File: config.mk
export PLATFORM = sky130hd
export DESIGN_NAME = flash_gang_suspend_host
export DESIGN_NICKNAME = d
export VERILOG_FILES = /design/src/verilog/flash_host_pkg.sv /design/src/verilog/serial_byte_shifter.sv /design/src/verilog/flash_gang_suspend_host.sv
export SDC_FILE = /design/constraint.sdc
export NUM_CORES = 1
export LEC_CHECK = 0
export BUFFER_PORTS_ARGS = -buffer_cell sky130_fd_sc_hd__buf_2
export CAP_MARGIN = 20
export CORE_MARGIN = 2
export CORE_UTILIZATION = 59
export CTS_BUF_LIST = sky130_fd_sc_hd__clkbuf_16
export CTS_CLUSTER_SIZE = 14
export DETAILED_ROUTE_END_ITERATION = 10
export HOLD_SLACK_MARGIN = 0.15
export PLACE_DENSITY_LB_ADDON = 0.08
export SYNTH_ARGS = -nofsm -noshare
export SYNTH_HDL_FRONTEND = slang
export SYNTH_HIERARCHICAL = 1
export SYNTH_SLANG_ARGS = --single-unit
File: constraint.sdc
create_clock -name clk -period 3.15 [get_ports clk]
set_clock_uncertainty 0.15 [all_clocks]
set_input_delay 0.1575 -clock clk [delete_from_list [all_inputs] [get_ports clk]]
set_output_delay 0.1575 -clock clk [all_outputs]
set_load 0.01 [all_outputs]
File: src/verilog/flash_host_pkg.sv
package flash_host_pkg;

  // ----------------------------------------------------------------
  // Serial flash opcodes
  // ----------------------------------------------------------------
  localparam logic [7:0] OP_WRITE_ENABLE = 8'h06;
  localparam logic [7:0] OP_CHIP_LOCK = 8'h7E;
  localparam logic [7:0] OP_CHIP_UNLOCK = 8'h98;
  localparam logic [7:0] OP_SUSPEND = 8'h75;
  localparam logic [7:0] OP_RESUME = 8'h7A;
  localparam logic [7:0] OP_NO_OPERATION = 8'h00;
  localparam logic [7:0] OP_RESET_ARM = 8'h66;
  localparam logic [7:0] OP_RESET = 8'h99;
  localparam logic [7:0] OP_READ_STATUS = 8'h05;
  localparam logic [7:0] OP_READ_SECURITY = 8'h2B;
  localparam logic [7:0] OP_PAGE_PROGRAM = 8'h02;
  localparam logic [7:0] OP_SECTOR_ERASE = 8'h20;
  localparam logic [7:0] OP_ENHANCE_EXIT = 8'hFF;

  // ----------------------------------------------------------------
  // Command kinds written by software into the control register
  // ----------------------------------------------------------------
  localparam logic [3:0] K_WRITE_ENABLE_CMD = 4'h0;
  localparam logic [3:0] K_LOCK = 4'h1;
  localparam logic [3:0] K_UNLOCK = 4'h2;
  localparam logic [3:0] K_SUSPEND = 4'h3;
  localparam logic [3:0] K_RESUME = 4'h4;
  localparam logic [3:0] K_NOOP = 4'h5;
  localparam logic [3:0] K_RESET_ARM = 4'h6;
  localparam logic [3:0] K_RESET = 4'h7;
  localparam logic [3:0] K_RD_STATUS = 4'h8;
  localparam logic [3:0] K_RD_SECURITY = 4'h9;
  localparam logic [3:0] K_PROGRAM = 4'hA;
  localparam logic [3:0] K_ERASE = 4'hB;

  // ----------------------------------------------------------------
  // Register word indices and fields
  // ----------------------------------------------------------------
  localparam logic [2:0] REG_CTRL = 3'h0;
  localparam logic [2:0] REG_ADDR = 3'h1;
  localparam logic [2:0] REG_WDATA = 3'h2;
  localparam logic [2:0] REG_STATUS = 3'h3;
  localparam logic [2:0] REG_CONFIG = 3'h4;
  localparam int STAT_BUSY = 0;
  localparam int STAT_REFUSED = 1;
  localparam int STAT_RX_LSB = 8;
  localparam int STAT_PROG_SUS = 16;
  localparam int STAT_ERASE_SUS = 17;
  localparam int STAT_HOST_PROG_SUS = 18;
  localparam int STAT_HOST_ERASE_SUS = 19;
  localparam int CFG_QUAD = 0;
  localparam int CFG_ENHANCE = 1;
  localparam int SEC_PROG_SUS = 2;
  localparam int SEC_ERASE_SUS = 3;
  localparam int BANK_LSB = 19;
  localparam int BANK_W = 3;

  // ----------------------------------------------------------------
  // Timing
  // ----------------------------------------------------------------
  localparam int CLK_MHZ = 20;
  localparam int SUSPEND_LAT_NS = 20000;
  localparam int SUSPEND_LAT_CYC = (SUSPEND_LAT_NS * CLK_MHZ + 999) / 1000;
  localparam int RESUME_GAP_NS = 1000000;
  localparam int RESUME_GAP_CYC = (RESUME_GAP_NS * CLK_MHZ + 999) / 1000;
  localparam int CS_HIGH_CYC = 4;
  localparam int SCLK_HALF_CYC = 4;

endpackage

File: src/verilog/serial_byte_shifter.sv
module serial_byte_shifter #(
  parameter int HALF = flash_host_pkg::SCLK_HALF_CYC
) (
  input wire logic clk,
  input wire logic resetn,
  input wire logic start,
  input wire logic quad,
  input wire logic receive,
  input wire logic [7:0] txByte,
  input wire logic [3:0] dataIn,
  output logic done,
  output logic [7:0] rxByte,
  output logic sclk,
  output logic [3:0] dataOut,
  output logic [3:0] dataOe
);

  localparam int SPI_LEN = 16 * HALF;
  localparam int QPI_LEN = 4 * HALF;

  logic active;
  logic [7:0] shift;
  logic [2:0] stepsLeft;
  logic [7:0] divCnt;

  // ----------------------------------------------------------------
  // Lane selection
  // ----------------------------------------------------------------
  wire tick = active && (divCnt == 8'(HALF - 1));
  wire [7:0] shifted = quad ? {shift[3:0], 4'h0} : {shift[6:0], 1'b0};
  wire [7:0] nextRx = quad ? {rxByte[3:0], dataIn} :
                             {rxByte[6:0], dataIn[1]};
  wire [3:0] firstLanes = quad ? txByte[7:4] : {3'h0, txByte[7]};
  wire [3:0] nextLanes = quad ? shifted[7:4] : {3'h0, shifted[7]};
  wire [3:0] driveMask = receive ? 4'h0 : (quad ? 4'hF : 4'h1);

  // ----------------------------------------------------------------
  // Shifting, mode 0: data changes after the falling edge
  // ----------------------------------------------------------------
  always_ff @(posedge clk) begin
    if (!resetn) begin
      active <= 1'b0;
      shift <= 8'h00;
      stepsLeft <= 3'h0;
      divCnt <= 8'h00;
      done <= 1'b0;
      rxByte <= 8'h00;
      sclk <= 1'b0;
      dataOut <= 4'h0;
      dataOe <= 4'h0;
    end else begin
      done <= 1'b0;
      if (start && !active) begin
        active <= 1'b1;
        shift <= txByte;
        stepsLeft <= quad ? 3'h1 : 3'h7;
        divCnt <= 8'h00;
        dataOut <= firstLanes;
        dataOe <= driveMask;
      end else if (active) begin
        divCnt <= tick ? 8'h00 : divCnt + 8'h01;
        if (tick && !sclk) begin
          sclk <= 1'b1;
        end else if (tick) begin
          sclk <= 1'b0;
          rxByte <= nextRx;
          shift <= shifted;
          dataOut <= nextLanes;
          stepsLeft <= stepsLeft - 3'h1;
          if (stepsLeft == 3'h0) begin
            active <= 1'b0;
            done <= 1'b1;
            dataOe <= 4'h0;
          end
        end
      end
    end
  end
endmodule

File: src/verilog/flash_gang_suspend_host.sv
module flash_gang_suspend_host #(
  parameter int RESUME_GAP = flash_host_pkg::RESUME_GAP_CYC,
  parameter int SUSPEND_GAP = flash_host_pkg::SUSPEND_LAT_CYC,
  parameter int SCLK_HALF = flash_host_pkg::SCLK_HALF_CYC
) (
  input wire logic clk,
  input wire logic resetn,
  input wire logic [2:0] avs_address,
  input wire logic avs_read,
  input wire logic avs_write,
  input wire logic [31:0] avs_writedata,
  output logic [31:0] avs_readdata,
  output logic avs_waitrequest,
  output logic flashCsN,
  output logic flashSclk,
  output logic [3:0] flashDataOut,
  output logic [3:0] flashDataOe,
  input wire logic [3:0] flashDataIn
);

  localparam int GW = $clog2(RESUME_GAP + 1);
  localparam int LW = $clog2(SUSPEND_GAP + 1);

  typedef enum logic [2:0] {
    ST_IDLE, ST_GAP, ST_SELECT, ST_SHIFT, ST_DESELECT, ST_LATENCY
  } state_e;
  typedef enum logic [1:0] {FR_EXIT, FR_WRITE_ENABLE_CMD, FR_MAIN} frame_e;

  state_e state;
  frame_e frame;
  logic [3:0] kind;
  logic [2:0] byteIdx;
  logic [2:0] csCnt;
  logic shiftStart;
  logic quadNow;
  logic [GW-1:0] gapCnt;
  logic [LW-1:0] latCnt;
  logic [3:0] dataInMeta;
  logic [3:0] dataInSync;
  logic [23:0] addrReg;
  logic [7:0] wdataReg;
  logic cfgQuad;
  logic cfgEnhance;
  logic refused;
  logic [7:0] rxReg;
  logic progSusFlag;
  logic eraseSusFlag;
  logic hostProgSus;
  logic hostEraseSus;
  logic lastOpErase;
  logic [flash_host_pkg::BANK_W-1:0] eraseBank;
  logic shiftDone;
  logic [7:0] shiftRx;
  logic [31:0] statusWord;
  logic [15:0] latSeen;

  // ----------------------------------------------------------------
  // Bus decode
  // ----------------------------------------------------------------
  wire busReq = avs_read || avs_write;
  wire busTake = busReq && !avs_waitrequest;
  wire wrTake = avs_write && busTake;
  wire wrCtrl = wrTake && (avs_address == flash_host_pkg::REG_CTRL);
  wire wrAddr = wrTake && (avs_address == flash_host_pkg::REG_ADDR);
  wire wrWdata = wrTake && (avs_address == flash_host_pkg::REG_WDATA);
  wire wrStatus = wrTake && (avs_address == flash_host_pkg::REG_STATUS);
  wire wrConfig = wrTake && (avs_address == flash_host_pkg::REG_CONFIG);
  wire [31:0] configWord = {30'h0, cfgEnhance, cfgQuad};
  wire [31:0] readMux =
    (avs_address == flash_host_pkg::REG_CTRL) ? {28'h0, kind} :
    (avs_address == flash_host_pkg::REG_ADDR) ? {8'h00, addrReg} :
    (avs_address == flash_host_pkg::REG_WDATA) ? {24'h0, wdataReg} :
    (avs_address == flash_host_pkg::REG_STATUS) ? statusWord :
    (avs_address == flash_host_pkg::REG_CONFIG) ? configWord : 32'h0;

  // ----------------------------------------------------------------
  // Command admission
  // ----------------------------------------------------------------
  wire [3:0] reqKind = avs_writedata[3:0];
  wire anySus = hostProgSus || hostEraseSus;
  wire reqBankHit = hostEraseSus && (addrReg[flash_host_pkg::BANK_LSB +:
                    flash_host_pkg::BANK_W] == eraseBank);
  wire reqBlocked = (reqKind > flash_host_pkg::K_ERASE) ||
    (anySus && (reqKind inside {flash_host_pkg::K_LOCK,
      flash_host_pkg::K_UNLOCK, flash_host_pkg::K_ERASE,
      flash_host_pkg::K_SUSPEND})) ||
    (reqKind == flash_host_pkg::K_PROGRAM && (hostProgSus || reqBankHit)) ||
    (reqKind == flash_host_pkg::K_RESET && hostEraseSus);
  wire startCmd = wrCtrl && (state == ST_IDLE) && !reqBlocked;
  wire refuseNow = wrCtrl && ((state != ST_IDLE) || reqBlocked);
  wire reqNeedsWren = reqKind inside {flash_host_pkg::K_LOCK,
    flash_host_pkg::K_UNLOCK, flash_host_pkg::K_PROGRAM,
    flash_host_pkg::K_ERASE};
  wire frame_e firstFrame =
    (reqKind == flash_host_pkg::K_RESUME && cfgEnhance) ? FR_EXIT :
    reqNeedsWren ? FR_WRITE_ENABLE_CMD : FR_MAIN;

  // ----------------------------------------------------------------
  // Frame contents
  // ----------------------------------------------------------------
  wire isReadKind = (kind == flash_host_pkg::K_RD_STATUS) ||
                    (kind == flash_host_pkg::K_RD_SECURITY);
  wire [2:0] mainLast = (kind == flash_host_pkg::K_PROGRAM) ? 3'h4 :
                        (kind == flash_host_pkg::K_ERASE) ? 3'h3 :
                        isReadKind ? 3'h1 : 3'h0;
  wire [7:0] opcode =
    (kind == flash_host_pkg::K_WRITE_ENABLE_CMD) ? flash_host_pkg::OP_WRITE_ENABLE :
    (kind == flash_host_pkg::K_LOCK) ? flash_host_pkg::OP_CHIP_LOCK :
    (kind == flash_host_pkg::K_UNLOCK) ? flash_host_pkg::OP_CHIP_UNLOCK :
    (kind == flash_host_pkg::K_SUSPEND) ? flash_host_pkg::OP_SUSPEND :
    (kind == flash_host_pkg::K_RESUME) ? flash_host_pkg::OP_RESUME :
    (kind == flash_host_pkg::K_RESET_ARM) ? flash_host_pkg::OP_RESET_ARM :
    (kind == flash_host_pkg::K_RESET) ? flash_host_pkg::OP_RESET :
    (kind == flash_host_pkg::K_RD_STATUS) ? flash_host_pkg::OP_READ_STATUS :
    (kind == flash_host_pkg::K_RD_SECURITY) ?
      flash_host_pkg::OP_READ_SECURITY :
    (kind == flash_host_pkg::K_PROGRAM) ? flash_host_pkg::OP_PAGE_PROGRAM :
    (kind == flash_host_pkg::K_ERASE) ? flash_host_pkg::OP_SECTOR_ERASE :
    flash_host_pkg::OP_NO_OPERATION;
  wire [7:0] frameByte =
    (frame == FR_EXIT) ? flash_host_pkg::OP_ENHANCE_EXIT :
    (frame == FR_WRITE_ENABLE_CMD) ? flash_host_pkg::OP_WRITE_ENABLE :
    (byteIdx == 3'h0) ? opcode :
    (byteIdx == 3'h1) ? addrReg[23:16] :
    (byteIdx == 3'h2) ? addrReg[15:8] :
    (byteIdx == 3'h3) ? addrReg[7:0] : wdataReg;
  wire shiftReceive = (frame == FR_MAIN) && isReadKind && (byteIdx == 3'h1);
  wire lastByte = (frame != FR_MAIN) || (byteIdx == mainLast);
  wire frameEnd = (state == ST_DESELECT) && (csCnt == 3'h0);
  wire cmdDone = frameEnd && (frame == FR_MAIN);

  // ----------------------------------------------------------------
  // Sequencer
  // ----------------------------------------------------------------
  always_ff @(posedge clk) begin
    if (!resetn) begin
      state <= ST_IDLE;
      frame <= FR_MAIN;
      kind <= flash_host_pkg::K_NOOP;
      byteIdx <= 3'h0;
      csCnt <= 3'h0;
      shiftStart <= 1'b0;
      quadNow <= 1'b0;
      flashCsN <= 1'b1;
    end else begin
      shiftStart <= 1'b0;
      case (state)
        ST_IDLE: begin
          if (startCmd) begin
            kind <= reqKind;
            frame <= firstFrame;
            byteIdx <= 3'h0;
            quadNow <= cfgQuad;
            state <= (reqKind == flash_host_pkg::K_SUSPEND &&
                      gapCnt != '0) ? ST_GAP : ST_SELECT;
          end
        end
        ST_GAP: begin
          if (gapCnt == '0) state <= ST_SELECT;
        end
        ST_SELECT: begin
          flashCsN <= 1'b0;
          shiftStart <= 1'b1;
          state <= ST_SHIFT;
        end
        ST_SHIFT: begin
          if (shiftDone && lastByte) begin
            flashCsN <= 1'b1;
            csCnt <= 3'(flash_host_pkg::CS_HIGH_CYC - 1);
            state <= ST_DESELECT;
          end else if (shiftDone) begin
            byteIdx <= byteIdx + 3'h1;
            shiftStart <= 1'b1;
          end
        end
        ST_DESELECT: begin
          if (csCnt != 3'h0) begin
            csCnt <= csCnt - 3'h1;
          end else if (frame != FR_MAIN) begin
            frame <= FR_MAIN;
            state <= ST_SELECT;
          end else if (kind == flash_host_pkg::K_SUSPEND) begin
            state <= ST_LATENCY;
          end else begin
            state <= ST_IDLE;
          end
        end
        ST_LATENCY: begin
          if (latCnt == '0) state <= ST_IDLE;
        end
        default: state <= ST_IDLE;
      endcase
    end
  end

  // ----------------------------------------------------------------
  // Suspend latency and resume-to-suspend spacing
  // ----------------------------------------------------------------
  always_ff @(posedge clk) begin
    if (!resetn) begin
      gapCnt <= '0;
      latCnt <= '0;
    end else begin
      if (cmdDone && kind == flash_host_pkg::K_RESUME)
        gapCnt <= GW'(RESUME_GAP);
      else if (gapCnt != '0)
        gapCnt <= gapCnt - GW'(1);
      if (cmdDone && kind == flash_host_pkg::K_SUSPEND)
        latCnt <= LW'(SUSPEND_GAP - 1);
      else if (latCnt != '0)
        latCnt <= latCnt - LW'(1);
    end
  end

  // ----------------------------------------------------------------
  // Host view of suspension
  // ----------------------------------------------------------------
  always_ff @(posedge clk) begin
    if (!resetn) begin
      hostProgSus <= 1'b0;
      hostEraseSus <= 1'b0;
      lastOpErase <= 1'b0;
      eraseBank <= '0;
    end else if (cmdDone) begin
      case (kind)
        flash_host_pkg::K_SUSPEND: begin
          hostEraseSus <= lastOpErase;
          hostProgSus <= !lastOpErase;
        end
        flash_host_pkg::K_RESUME, flash_host_pkg::K_RESET: begin
          hostEraseSus <= 1'b0;
          hostProgSus <= 1'b0;
        end
        flash_host_pkg::K_ERASE: begin
          lastOpErase <= 1'b1;
          eraseBank <= addrReg[flash_host_pkg::BANK_LSB +:
                               flash_host_pkg::BANK_W];
        end
        flash_host_pkg::K_PROGRAM: begin
          if (!hostEraseSus) lastOpErase <= 1'b0;
        end
        default: lastOpErase <= lastOpErase;
      endcase
    end
  end

  // ----------------------------------------------------------------
  // Read capture: status byte and suspend flags
  // ----------------------------------------------------------------
  always_ff @(posedge clk) begin
    if (!resetn) begin
      rxReg <= 8'h00;
      progSusFlag <= 1'b0;
      eraseSusFlag <= 1'b0;
    end else if (shiftDone && shiftReceive) begin
      rxReg <= shiftRx;
      if (kind == flash_host_pkg::K_RD_SECURITY) begin
        progSusFlag <= shiftRx[flash_host_pkg::SEC_PROG_SUS];
        eraseSusFlag <= shiftRx[flash_host_pkg::SEC_ERASE_SUS];
      end
    end
  end

  always_comb begin
    statusWord = 32'h0;
    statusWord[flash_host_pkg::STAT_BUSY] = (state != ST_IDLE);
    statusWord[flash_host_pkg::STAT_REFUSED] = refused;
    statusWord[flash_host_pkg::STAT_RX_LSB +: 8] = rxReg;
    statusWord[flash_host_pkg::STAT_PROG_SUS] = progSusFlag;
    statusWord[flash_host_pkg::STAT_ERASE_SUS] = eraseSusFlag;
    statusWord[flash_host_pkg::STAT_HOST_PROG_SUS] = hostProgSus;
    statusWord[flash_host_pkg::STAT_HOST_ERASE_SUS] = hostEraseSus;
  end

  // ----------------------------------------------------------------
  // Software registers and bus slave
  // ----------------------------------------------------------------
  always_ff @(posedge clk) begin
    if (!resetn) begin
      avs_waitrequest <= 1'b1;
      avs_readdata <= 32'h0;
      addrReg <= 24'h000000;
      wdataReg <= 8'h00;
      cfgQuad <= 1'b0;
      cfgEnhance <= 1'b0;
      refused <= 1'b0;
    end else begin
      avs_waitrequest <= !(busReq && avs_waitrequest);
      if (avs_read && avs_waitrequest) avs_readdata <= readMux;
      if (wrAddr) addrReg <= avs_writedata[23:0];
      if (wrWdata) wdataReg <= avs_writedata[7:0];
      if (wrConfig) begin
        cfgQuad <= avs_writedata[flash_host_pkg::CFG_QUAD];
        cfgEnhance <= avs_writedata[flash_host_pkg::CFG_ENHANCE];
      end else if (frameEnd && frame == FR_EXIT) begin
        cfgEnhance <= 1'b0;
      end
      if (refuseNow) refused <= 1'b1;
      else if (wrStatus && avs_writedata[flash_host_pkg::STAT_REFUSED])
        refused <= 1'b0;
    end
  end

  always_ff @(posedge clk) begin
    if (!resetn) begin
      dataInMeta <= 4'h0;
      dataInSync <= 4'h0;
    end else begin
      dataInMeta <= flashDataIn;
      dataInSync <= dataInMeta;
    end
  end

  serial_byte_shifter #(.HALF(SCLK_HALF)) shifter (
    .clk(clk),
    .resetn(resetn),
    .start(shiftStart),
    .quad(quadNow),
    .receive(shiftReceive),
    .txByte(frameByte),
    .dataIn(dataInSync),
    .done(shiftDone),
    .rxByte(shiftRx),
    .sclk(flashSclk),
    .dataOut(flashDataOut),
    .dataOe(flashDataOe)
  );

  // ----------------------------------------------------------------
  // Checks
  // ----------------------------------------------------------------
  always_ff @(posedge clk) begin
    if (!resetn) latSeen <= 16'h0000;
    else latSeen <= (state == ST_LATENCY) ? latSeen + 16'h0001 : 16'h0000;
  end
endmodule

==> impl_metrics.ini <==
[logic_synthesis]
synth_cell_types = 82
synth_flop_cell = dfxtp_1
synth_area_um2 = 7975
synth.most_common_cell = dfxtp_1
ys_seq_area_share_pct = 40.41
synthMuxAreaShare_pct = 7.813
synth_area_leaders = dfxtp_1 (40%), mux2i_1 (6.4%), nand2_1 (6.1%), nor2_1 (5.5%), a21oi_1 (5.1%)
synthTopCellsByCount = dfxtp_1 (161), nand2_1 (130), nor2_1 (117), a21oi_1 (81), mux2i_1 (51)
synth_fa_ha_area_share_pct = 2.040
yosysTopAreaCellShare_pct = 40.41
synth_compound_area_share_pct = 17.38
synth_seq_cells = 161
synth_cells = 949
yosys.area.top_type = dfxtp_1
synth-edff-count = 0
synth-simple-area-share_pct = 23.56
synth_area_per_cell_um2 = 8.404
ys_warn_count = 6
async_flop_share_pct = 0
synth-xor-area-share_pct = 3.185
synth_top_family_by_area = simple AND/OR/NAND/NOR gates

[clock_network]
cts_tree = done
cts-root-buf = clkbuf_16
clkTransAtPathRegs_ns = 0.06
clk_path_buf_depth = 2
htree_levels = 4
post-cts-setup-buffers = 0
clock_sinks = 161
cts_resized = 0
hold_buffers = 33
clk_latency_ns = 0.43
cts_buffers = 17

[sta]
tns_ns = 0
slew_violations = 0
setup_viol = 0
rsz0062_at_grt = no
period_share_pct = 85.44
hold_viol = 0
slew_headroom_pct = 40.28
tightestPinTransition_ns = 0.8959
max_freq_ghz = 0.3716
period_needed_ns = 2.691
worst_hold_slack_ns = 0.2479

[setup_path]
r2r-start = byteIdx[1]
r2r_end = shifter/dataOut[0]
cpPeakStageDelay_ns = 0.46
critical-path-slowest-cell = mux4_2
start_kind = flip-flop
cp.arrival_ns = 2.84
worstPathCellList = ha_1 > ha_1 > mux2_2 > o22ai_1 > a31oi_1 > mux4_2 > nand3_1 > o21ai_0
worst_path_most_repeated_cell = ha_1
worstSetupEndpointType = flip-flop
critPathRequiredTime_ns = 3.30
crit_type = reg2reg
regToRegSetupSlack_ns = 0.46
cp_num_buf_inv = 0
worstRegToRegCells = 8
path_delay_family = multiplexers
crit_fanout = 10

[global_routing]
grt_antenna_before_repair = 0
overflow = 0
grt_max_degree = 75
grt_pass1_wl_um = 31050
grt.total_usage_pct = 26.63
grt_pass1_vias = 6329

[floorplan]
boundaryPins = 86
rows = 42
start_util_pct = 60.22
die_y_um = 120.3
die_w_um = 120.3
dieArea_um2 = 14460
core_area_um2 = 13240

[final_layout]
final_util_pct = 69.59
syn2layout_area_growth_pct = 15.55
num-fill-cells = 1117
layout-drive-gt1-share_pct = 14.29
diodes = 0
post_layout_nonfiller_instances = 1212
fin_nets = 1079

[hold_path]
hp-start = avs_address[0]
hp-class = in2reg
whs_endpoint = avs_readdata[0]
holdPathStages = 4

[drt]
vias = 6850
vias_per_cell = 5.652
drc_errors = 0
drtPass1Iterations = 5
wl_per_cell_um = 15.38
drt-total-wl_um = 18650
drtIter0Drc = 542
drtAntennaViolNets = 0

[placement]
dp.cells = 1147
globalplace.congestion = 0.8201
post-dp-hpwl_um = 12580
numPortBuffers = 69

[power]
leakage_nw = 3.679
cellPowerDensity_nw_per_um2 = 618.2
ir_worst_vdd_uv = 671.9

[run]
maxCapViolations = 0

[status]
outcome = complete, no violations
## power breakdown
part           total [mW]  switching, mW  internal (mW)
sequential           2.43          0.197           2.23
clock                1.92          0.841           1.08
combinational        1.35          0.740          0.611
total                5.70           1.78           3.92
## worst reg2reg max path, cell delays in order (launching register included)
cell	delay [ns]
dfxtp_1	0.43
ha_1	0.19
ha_1	0.39
mux2_2	0.40
o22ai_1	0.20
a31oi_1	0.16
mux4_2	0.46
nand3_1	0.09
o21ai_0	0.08
## final cells by class
type	count	area (µm²)	area share, %
Inverter	24	90.09	0.9776
Sequential cell	161	3223	34.98
Clock buffer	17	425.4	4.616
Tap cell	176	220.2	2.390
Clock inverter	15	122.6	1.331
Multi-Input combinational cell	703	4340	47.10
Timing Repair Buffer	116	793.3	8.608
## kinds of logic (layout without fill, tap and decap cells)
logic type,Yosys count,count (layout)
compound gates,204,204
xor+xnor,29,29
fa+ha+maj,13,13
buf+inv,92,172
flops,161,161
mux,60,60
other cells,1,8
simple gates,389,389
## state kept, by name, summed over array words and instances, names as in the netlist, 2 cells and up
name	cells
shifter/rxByte	8
shifter/stepsLeft	3
eraseBank	3
dataInSync	4
shifter/dataOut	4
byteIdx	3
addrReg	24
frame	2
wdataReg	8
shifter/divCnt	8
gapCnt	15
shifter/shift	7
rxReg	8
state	3
latCnt	9
shifter/dataOe	2
csCnt	3
kind	4
dataInMeta	4
avs_readdata	24
## routing by layer
layer	part of all wire [%]	global-route usage (%)
met4	1.9	9.884
met2	47	42.97
met5	0	0
met3	4.3	4.764
met1	47	35.78
## worst max path at each step
stage | from | end | slack, ns | cells past startpoint
floorplan | byteIdx[2] | shifter/dataOut[0] | 0.60 | 10
global placement | byteIdx[1] | shifter/dataOut[0] | 0.53 | 8
detailed placement | byteIdx[1] | shifter/dataOut[0] | 0.49 | 8
CTS | byteIdx[1] | shifter/dataOut[0] | 0.48 | 8
global route | byteIdx[1] | shifter/dataOut[0] | 0.32 | 8
finish | byteIdx[1] | shifter/dataOut[0] | 0.46 | 8
## placed cells by master (no fill, tap or decap), types with 4 or more instances in the layout
cell	instances
nand4_1	10
or3_1	8
clkbuf_16	17
xnor2_1	15
dlygate4sd3_1	33
mux2i_1	51
buf_4	13
dfxtp_1	161
a21oi_1	81
nor3_1	15
a21boi_0	4
nor2b_1	16
ha_1	13
o22ai_1	8
a22oi_1	11
nand2_1	130
nor2_1	117
o211a_1	9
nand3_1	26
a31oi_1	11
xor2_1	14
clkinvlp_4	5
a211oi_1	13
conb_1	8
nand2b_1	12
o211ai_1	5
buf_2	69
inv_1	26
nand3b_1	5
a22o_1	4
and2_1	12
o21a_1	5
nor3b_1	4
o21ai_0	23
mux2_2	8
## stage by stage
step / power (mW) / setup slack [ns] / cell area [µm²]
after floorplan: 3.540 / 0.5967 / 8001
after global placement: 3.751 / 0.5339 / 8337
after detailed placement: 3.777 / 0.4920 / 8337
after CTS: 5.733 / 0.4843 / 9215
after global routing: 6.025 / 0.3151 / 9215
final: 5.696 / 0.4587 / 9215
Note: power is estimated with default switching activity, not from simulation.
